**src/hdl/pbc_pkg.sv**
```systemverilog
// Function
// - bit 15 write starts self-clearing soft reset
// - bit 14 engages PCS loopback, resets 0
// - bit 12 read-only, shows autoneg enable, resets 1
// - bit 11 powers down, management stays reachable
// - power-down reset value comes from strap pin
// - bit 10 isolates MII, resets 0, read/write
// - bit 8 ignores writes, reads 1
// - bit 7 ignores writes, reads 0
// - speed bits 6 and 13 read 00
// - bit 5 ignores writes, reads 0
// - register at address 0, resets 0x1100 with strap low, 0x1900 with strap high
package pbc_pkg;

    // management address space
    localparam int unsigned     ADDR_W           = 5;
    localparam int unsigned     DATA_W           = 16;
    localparam logic [4:0]      PBC_ADDR         = 5'h00;

    // bit positions inside the control word
    localparam int unsigned     SOFT_RESET_POS   = 15;
    localparam int unsigned     LOCAL_LOOP_POS   = 14;
    localparam int unsigned     SPEED_LOW_POS    = 13;
    localparam int unsigned     AUTONEG_POS      = 12;
    localparam int unsigned     POWER_DOWN_POS   = 11;
    localparam int unsigned     ISOLATE_POS      = 10;
    localparam int unsigned     DUPLEX_POS       = 8;
    localparam int unsigned     COL_TEST_POS     = 7;
    localparam int unsigned     SPEED_HIGH_POS   = 6;
    localparam int unsigned     ONE_WAY_POS      = 5;

    // reset and constant field values
    localparam logic [15:0]     PBC_RESET_VALUE  = 16'h1100;
    localparam logic            LOCAL_LOOP_RST   = 1'h0;
    localparam logic            ISOLATE_RST      = 1'h0;
    localparam logic            DUPLEX_VALUE     = 1'h1;
    localparam logic            COL_TEST_VALUE   = 1'h0;
    localparam logic [1:0]      SPEED_VALUE      = 2'h0;
    localparam logic            ONE_WAY_VALUE    = 1'h0;

    // cycles after reset release before the synchronised strap is valid
    localparam logic [1:0]      STRAP_SETTLE     = 2'h2;

    // control sequencer states
    typedef enum logic [1:0] {
        PBC_ST_STRAP = 2'b00,   // waiting to catch the power-down strap
        PBC_ST_RUN   = 2'b01,   // normal operation
        PBC_ST_SWRST = 2'b10    // software reset cycle in progress
    } pbc_state_type;

endpackage : pbc_pkg

```
**src/hdl/pbc_control_reg.sv**
```systemverilog
`timescale 1ns/10ps
`default_nettype none

module pbc_control_reg
    import pbc_pkg::*;
(
    input  wire logic               CLK,
    input  wire logic               RST_N,
    input  wire logic               PD_STRAP,
    input  wire logic [4:0]         MGMT_ADDR,
    input  wire logic               MGMT_WR,
    input  wire logic               MGMT_RD,
    input  wire logic [15:0]        MGMT_WDATA,
    output logic      [15:0]        MGMT_RDATA,
    output logic                    MGMT_READY,
    input  wire logic               AUTONEG_ENABLE_CTL,
    input  wire logic               RESET_DONE,
    output logic                    VENDOR_SOFT_RESET_CTL,
    output logic                    PCS_LOOP_ENABLE_CTL,
    output logic                    VENDOR_POWER_DOWN_CTL,
    output logic                    MII_ISOLATION_CTL
);

    // reset synchroniser: assert at once, release through two flops
    logic                   rst_meta_reg;       // first stage, read only by second
    logic                   rst_sync_reg;       // released reset for the design
    logic                   rst_n_int;          // internal active-low reset

    always_ff @(posedge CLK or negedge RST_N) begin
        if (!RST_N) begin
            rst_meta_reg <= 1'b0;
            rst_sync_reg <= 1'b0;
        end else begin
            rst_meta_reg <= 1'b1;
            rst_sync_reg <= rst_meta_reg;
        end
    end

    assign rst_n_int = rst_sync_reg;

    // strap pin synchroniser; the strap is an asynchronous pin level
    logic                   strap_meta_reg;     // first stage, read only by second
    logic                   strap_sync_reg;     // safe copy of the strap level

    always_ff @(posedge CLK or negedge rst_n_int) begin
        if (!rst_n_int) begin
            strap_meta_reg <= 1'b0;
            strap_sync_reg <= 1'b0;
        end else begin
            strap_meta_reg <= PD_STRAP;
            strap_sync_reg <= strap_meta_reg;
        end
    end

    // control state
    pbc_state_type          state_reg;          // sequencer state
    pbc_state_type          state_next;
    logic [1:0]             settle_reg;         // strap settle counter
    logic [1:0]             settle_next;
    logic                   loop_reg;           // local loopback field
    logic                   loop_next;
    logic                   pd_reg;             // software power-down field
    logic                   pd_next;
    logic                   iso_reg;            // mii isolate field
    logic                   iso_next;
    logic [15:0]            rdata_reg;          // registered read data
    logic [15:0]            rdata_next;
    logic                   wr_hit;             // write aimed at this register
    logic [15:0]            read_word;          // current register image

    assign wr_hit = MGMT_WR && (MGMT_ADDR == PBC_ADDR);

    // assemble the word seen by a read; fixed bits are constants
    always_comb begin
        read_word                 = 16'h0000;   // reserved bits 9 and 4:0 read 0
        read_word[SOFT_RESET_POS] = (state_reg == PBC_ST_SWRST);
        read_word[LOCAL_LOOP_POS] = loop_reg;
        read_word[SPEED_LOW_POS]  = SPEED_VALUE[0];
        read_word[AUTONEG_POS]    = AUTONEG_ENABLE_CTL;
        read_word[POWER_DOWN_POS] = pd_reg;
        read_word[ISOLATE_POS]    = iso_reg;
        read_word[DUPLEX_POS]     = DUPLEX_VALUE;
        read_word[COL_TEST_POS]   = COL_TEST_VALUE;
        read_word[SPEED_HIGH_POS] = SPEED_VALUE[1];
        read_word[ONE_WAY_POS]    = ONE_WAY_VALUE;
    end

    // next-state logic for the sequencer and writable fields
    always_comb begin
        state_next  = state_reg;
        settle_next = settle_reg;
        loop_next   = loop_reg;
        pd_next     = pd_reg;
        iso_next    = iso_reg;
        case (state_reg)
            PBC_ST_STRAP: begin
                // wait until the strap has crossed both flops
                if (settle_reg == STRAP_SETTLE) begin
                    pd_next    = strap_sync_reg;
                    state_next = PBC_ST_RUN;
                end else begin
                    settle_next = settle_reg + 2'h1;
                end
            end
            PBC_ST_RUN: begin
                // writes stay possible in power-down
                if (wr_hit) begin
                    loop_next = MGMT_WDATA[LOCAL_LOOP_POS];
                    pd_next   = MGMT_WDATA[POWER_DOWN_POS];
                    iso_next  = MGMT_WDATA[ISOLATE_POS];
                    if (MGMT_WDATA[SOFT_RESET_POS]) begin
                        state_next = PBC_ST_SWRST;
                    end
                end
            end
            PBC_ST_SWRST: begin
                // writes are dropped while the core resets; reads still work
                if (RESET_DONE) begin
                    loop_next  = LOCAL_LOOP_RST;
                    iso_next   = ISOLATE_RST;
                    pd_next    = strap_sync_reg;
                    state_next = PBC_ST_RUN;                       // self-clear
                end
            end
            default: begin
                state_next = PBC_ST_STRAP;
            end
        endcase
        // reads of unmapped addresses return zero
        if (MGMT_RD) begin
            rdata_next = (MGMT_ADDR == PBC_ADDR) ? read_word : 16'h0000;
        end else begin
            rdata_next = rdata_reg;
        end
    end

    // register the control state
    always_ff @(posedge CLK or negedge rst_n_int) begin
        if (!rst_n_int) begin
            state_reg  <= PBC_ST_STRAP;
            settle_reg <= 2'h0;
            loop_reg   <= LOCAL_LOOP_RST;
            pd_reg     <= PBC_RESET_VALUE[POWER_DOWN_POS];
            iso_reg    <= ISOLATE_RST;
            rdata_reg  <= 16'h0000;
        end else begin
            state_reg  <= state_next;
            settle_reg <= settle_next;
            loop_reg   <= loop_next;
            pd_reg     <= pd_next;
            iso_reg    <= iso_next;
            rdata_reg  <= rdata_next;
        end
    end

    // mirrored controls go straight from the fields; soft reset and ready decode the state
    assign MGMT_RDATA            = rdata_reg;
    assign MGMT_READY            = (state_reg != PBC_ST_STRAP);
    assign VENDOR_SOFT_RESET_CTL = (state_reg == PBC_ST_SWRST);
    assign PCS_LOOP_ENABLE_CTL   = loop_reg;
    assign VENDOR_POWER_DOWN_CTL = pd_reg;
    assign MII_ISOLATION_CTL     = iso_reg;
endmodule : pbc_control_reg

`default_nettype wire

```
**config.mk**
```make
export PLATFORM = sky130hd
export DESIGN_NAME = pbc_control_reg
export DESIGN_NICKNAME = d
export VERILOG_FILES = /design/src/hdl/pbc_pkg.sv /design/src/hdl/pbc_control_reg.sv
export SDC_FILE = /design/constraint.sdc
export NUM_CORES = 1
export LEC_CHECK = 0
export ABC_AREA = 1
export BUFFER_PORTS_ARGS = -buffer_cell sky130_fd_sc_hd__clkbuf_2
export CORE_UTILIZATION = 45
export DETAILED_ROUTE_END_ITERATION = 10
export GPL_ROUTABILITY_DRIVEN = 0
export PLACE_DENSITY = 0.85
export SETUP_SLACK_MARGIN = 0.1
export SLEW_MARGIN = 20
export SYNTH_ARGS = -nofsm -noshare
export SYNTH_HDL_FRONTEND = slang
export SYNTH_SLANG_ARGS = --single-unit
```
**constraint.sdc**
```tcl
create_clock -name CLK -period 1.4 [get_ports CLK]
set_input_delay 0.14 -clock CLK [delete_from_list [all_inputs] [get_ports CLK]]
set_output_delay 0.14 -clock CLK [all_outputs]
set_load 0.05 [all_outputs]
```
---- After elaboration in Yosys (flattened, before gate mapping) ----
Index checks and enable logic that the tools add are counted.
storage, ports and cells
  register bits after elaboration ......... 27
  bits in latches ......................... 0
  RAM bits ................................ 0
  memory bits (read-only) ................. 0
  input bits .............................. 28
  output and inout port bits .............. 21
  logic and storage cells ................. 44
  memories ................................ 0
operators by class
  add/sub/neg operators ................... 1
  multipliers ............................. 0
  divide/modulo/power cells ............... 0
  magnitude comparators ................... 0
  eq/ne operators ......................... 7
  shift-type cells ........................ 0
  mux-type cells .......................... 15
  bitwise gates (word level) .............. 1
  reductions and logical operators ........ 10
operators with widths
  operator                                                         number
  16-bit two-way mux                                               1
  2-bit two-way mux                                                4
  2-bit inequality test, second input constant                     4
  4-bit AND reduction                                              2
  1-bit two-way mux                                                6
  2-bit case mux with 3 select lines                               1
  5-bit logical NOT                                                1
  2-bit == test, second input constant                             2
  1-bit case mux with 2 select lines                               2
  2-bit nonzero test                                               2
  1-bit case mux with 3 select lines                               1
  3-bit AND reduction                                              1
  3-bit nonzero test                                               1
  2-bit by 1-bit adder with 2-bit output, second input constant    1
  2-bit by 1-bit == test with 1-bit output, second input constant  1
  2-bit logical NOT                                                1
  2-bit AND reduction                                              1
  1-bit logical AND                                                1
  1-bit NOT                                                        1

---- Logic depth before layout (Yosys ltp) ----
  depth after elaboration ................. 4
  gate-level depth with buffers ........... 8
  depth with buffers taken out ............ 8

---- Worst setup path before layout ----
OpenSTA, ideal clock, no wires.
  kind .................................... flip-flop to flip-flop
  start point ............................. register state_reg[0]
  end point ............................... register state_reg[1]
  library setup time ...................... 119 ps
  arrival ................................. 1,315 ps
  data required time ...................... 1,281 ps
  slack ................................... -35 ps
  stages on the path, launching flop included .. 5
  path buffers ............................ 0
  period minus slack after synthesis ...... 1,435 ps
  path through ............................ dfrtp_1 > nor2_2 > nand2_2 > nand4_1 > nand2_1
on the way
  cells in the longest elaborated chain, start to end .. 3
  elaborated cells on any way between the ends .. 9
  classes of those cells .................. 6 x eq/ne; 1 x mux; 2 x reduce/logical
RTL lines
  what                                    RTL line                source
  start: declaration                      pbc_control_reg.sv:56   pbc_state_type state_reg;
  start signal: assignment                pbc_control_reg.sv:147  state_reg <= state_next;
  2-bit == test (*)                       n/a
  named net VENDOR_SOFT_RESET_CTL         pbc_control_reg.sv:18   output logic VENDOR_SOFT_RESET_CTL,
  2-bit inequality test (no source line)  n/a
  4-bit AND reduction (no source line)    n/a
The timed path passes the listed nets; every way through them passes the cells marked *.
A chain may end at the register's enable or synchronous reset.

---- Worst setup path after layout ----
  start point ............................. register state_reg[1]
  end point ............................... output port VENDOR_SOFT_RESET_CTL
on the way
  cells in the longest elaborated chain, start to end .. 1
RTL lines
  what              RTL line                source
  2-bit == test     pbc_control_reg.sv:159  assign VENDOR_SOFT_RESET_CTL = (state_reg == PBC_ST_SWRST);
  end: declaration  pbc_control_reg.sv:18
Every way passes these cells.

==> results.json <==
{
  "status": "finished, final reports clean",
  "path_max_fanout": 6,
  "cts.sinks": 17,
  "r2r_slack_ns": 0.20,
  "cts_tree": "done",
  "ys_types": 20,
  "drive_gt1_frac": 0.328,
  "r2r_start": "settle_reg[0]",
  "io_buffers": 26,
  "start_kind": "flop",
  "cpMaxStageDelayCell": "dfrtp_1",
  "cts_buffers": 3,
  "grt_pass1_vias": 567,
  "path_buf_inv": 2,
  "worst-setup-path-type": "reg2out",
  "fin_crit_sh": 0.897,
  "synthCells": 97,
  "p_leak_nw": 0.573,
  "path_cells": "inv_2 > nor2_4 > buf_8",
  "rows": 15,
  "setup_viol": 0,
  "peakVddDrop_mv": 0.895,
  "power_w": 0.00173,
  "ios": 49,
  "initial_core_util": 0.488,
  "largest_register_ffs": 6,
  "dieArea_mm2": 0.00207,
  "crit_arrival_ns": 1.12,
  "grt_max_degree": 16,
  "max-slew-margin-rel": 0.606,
  "drtIter0Drc": 3,
  "die_w_um": 45.5,
  "slew_viol_final": 0,
  "wl_per_cell_um": 9.80,
  "grtUsageTotal": 0.157,
  "hold_viol": 0,
  "core_mm2": 0.00175,
  "required_ns": 1.26,
  "cp_slowest_stage_delay_ns": 0.38,
  "powerDensity_mw_per_mm2": 1660,
  "num_vias": 659,
  "worst_pin_slew_ns": 0.591,
  "min_period_ns": 1.26,
  "hold_class": "in2reg",
  "clock_skew_ns": 0.00630,
  "syn_avg_cell_area_um2": 8.78,
  "finalNetCount": 158,
  "htree_levels": 1,
  "avgViaCountPerCell": 4.31,
  "yosysSeqAreaShare": 0.499,
  "antenna_found_initial": 0,
  "firstDrtPassIters": 4,
  "r2r-end": "VENDOR_POWER_DOWN_CTL",
  "rsz0062_at_grt": "true",
  "clock_latency_ns": 0.29,
  "final_core_util": 0.597,
  "drc": 0,
  "ys_ff_latch": 17,
  "dp_hpwl_um": 1180,
  "reg2reg_depth": 7,
  "cts.clk_slew.worst_paths_ns": 0.10,
  "fp.dieH_um": 45.5,
  "postRouteAntennaNets": 0,
  "grt.overflow.total": 0,
  "cts-root-buf": "clkbuf_4",
  "synth_area_um2": 852,
  "ys_warn_count": 0,
  "hold_depth": 3,
  "max_freq_mhz": 797,
  "min-delay-start": "AUTONEG_ENABLE_CTL",
  "grt_pass1_wl_um": 2250,
  "timing.setup.tns_ns": 0,
  "cts_buffer_depth": 2,
  "n_antenna_cell": 0,
  "cpLargestDelayFamily": "flip-flops",
  "end_kind": "output pin",
  "area_delta_synth_final_pct": 22.3,
  "hold_end": "MGMT_RDATA[12]",
  "maxCapViolCount": 0,
  "wl_um": 1500
}
[Yosys cell counts, drive strengths merged]
cell,number,area (um^2)
o21ai,7,35.0
ha,1,12.5
clkbuf,1,3.75
inv,14,52.6
nor2,6,32.5
nand3,10,55.1
nand4,4,25.0
xor2,1,8.76
nand2,21,81.3
nand3b,1,20.0
mux2,1,11.3
and2,1,6.26
dfrtp,17,425
buf,10,75.1
conb,2,7.51
[report_power, final]
group	total, W	internal, W	switching (W)
combinational	0.000813	0.000222	0.000591
clock	0.000262	0.000106	0.000156
sequential	0.000658	0.000575	0.0000829
total	0.00173	0.000903	0.000830
[logic make-up (layout without fill, tap and decap cells)]
family	Yosys count	in the layout	synth area share
DFF	17	17	0.499
xor gates and xnor gates	1	1	0.0103
adders and majority gates	1	1	0.0147
muxes	1	1	0.0132
buffers and inverters	25	47	0.154
and+or+nand+nor	43	43	0.258
AOI/OAI and AO/OA	7	7	0.0411
other	2	11	0.00881
[metrics by stage]
step / std cells / hold WS (ns) / area (um^2) / setup slack [ns]
floorplan: 106 / -0.156 / 891 / 0.192
global route: 153 / 0.0617 / 1040 / 0.0840
global placement: 146 / -0.0748 / 973 / 0.263
CTS: 152 / 0.0782 / 1030 / 0.0693
finish: 153 / 0.0752 / 1040 / 0.145
detailed placement: 146 / -0.0741 / 973 / 0.206
[cell type report]
type	instances	area [um^2]
Multi-Input combinational cell	64	334
Fill cell	158	703
Clock inverter	1	5.00
Timing Repair Buffer	29	170
Clock buffer	3	22.5
Sequential cell	17	427
Inverter	14	52.6
Tap cell	25	31.3
[cells in the final DEF, fill, tap and decap left out]
cell type and instances:
and2_1 1, nand3_1 9, clkbuf_2 24, mux2_2 1, nand4_1 4, nand2_1 20, dlygate4sd3_1 2, clkbuf_4 3
nand2_2 1, clkinv_2 1, inv_2 4, xor2_1 1, nand3b_4 1, inv_1 10, nand3_2 1, buf_8 1
dfrtp_2 1, nor2_4 2, nor2_1 4, o21ai_1 7, buf_4 2, conb_1 11, dfrtp_1 16, ha_1 1
[how the worst max path moves through the flow]
stage	from	to	cells after the start
after floorplan	state_reg[0]	state_reg[0]	4
after global placement	settle_reg[0]	VENDOR_POWER_DOWN_CTL	7
after detailed placement	settle_reg[0]	VENDOR_POWER_DOWN_CTL	7
after CTS	state_reg[0]	VENDOR_SOFT_RESET_CTL	2
after global routing	state_reg[1]	VENDOR_SOFT_RESET_CTL	3
final	state_reg[1]	VENDOR_SOFT_RESET_CTL	3
[per-layer routing]
metal | vias to the layer above | global-route usage | wire length, um | share of wire
li1 | 347 | - | - | -
met2 | 22 | 0.249 | 745 | 0.50
met3 | 2 | 0.0556 | 92 | 0.061
met1 | 288 | 0.181 | 635 | 0.42
met5 | - | 0 | 0 | 0
met4 | 0 | 0.0909 | 26 | 0.017
[repair_timing]
item,4_1_cts,5_1_grt
setup buffers,0,1
endpoints found under the setup margin,2,2
pin swaps,0,1
hold buffers,2,0
gates resized for setup,3,3
hold endpoints to repair,3,0
[worst reg2reg max path, delay by kind of cell, from the launching register on]
kind / cells / cell delay, ns
adder cells (fa/ha/maj): 1 / 0.15
buffers and inverters: 1 / 0.09
AND/OR/NAND/NOR: 5 / 0.51
flip-flops: 1 / 0.37
(Power assumes the default switching activity.)
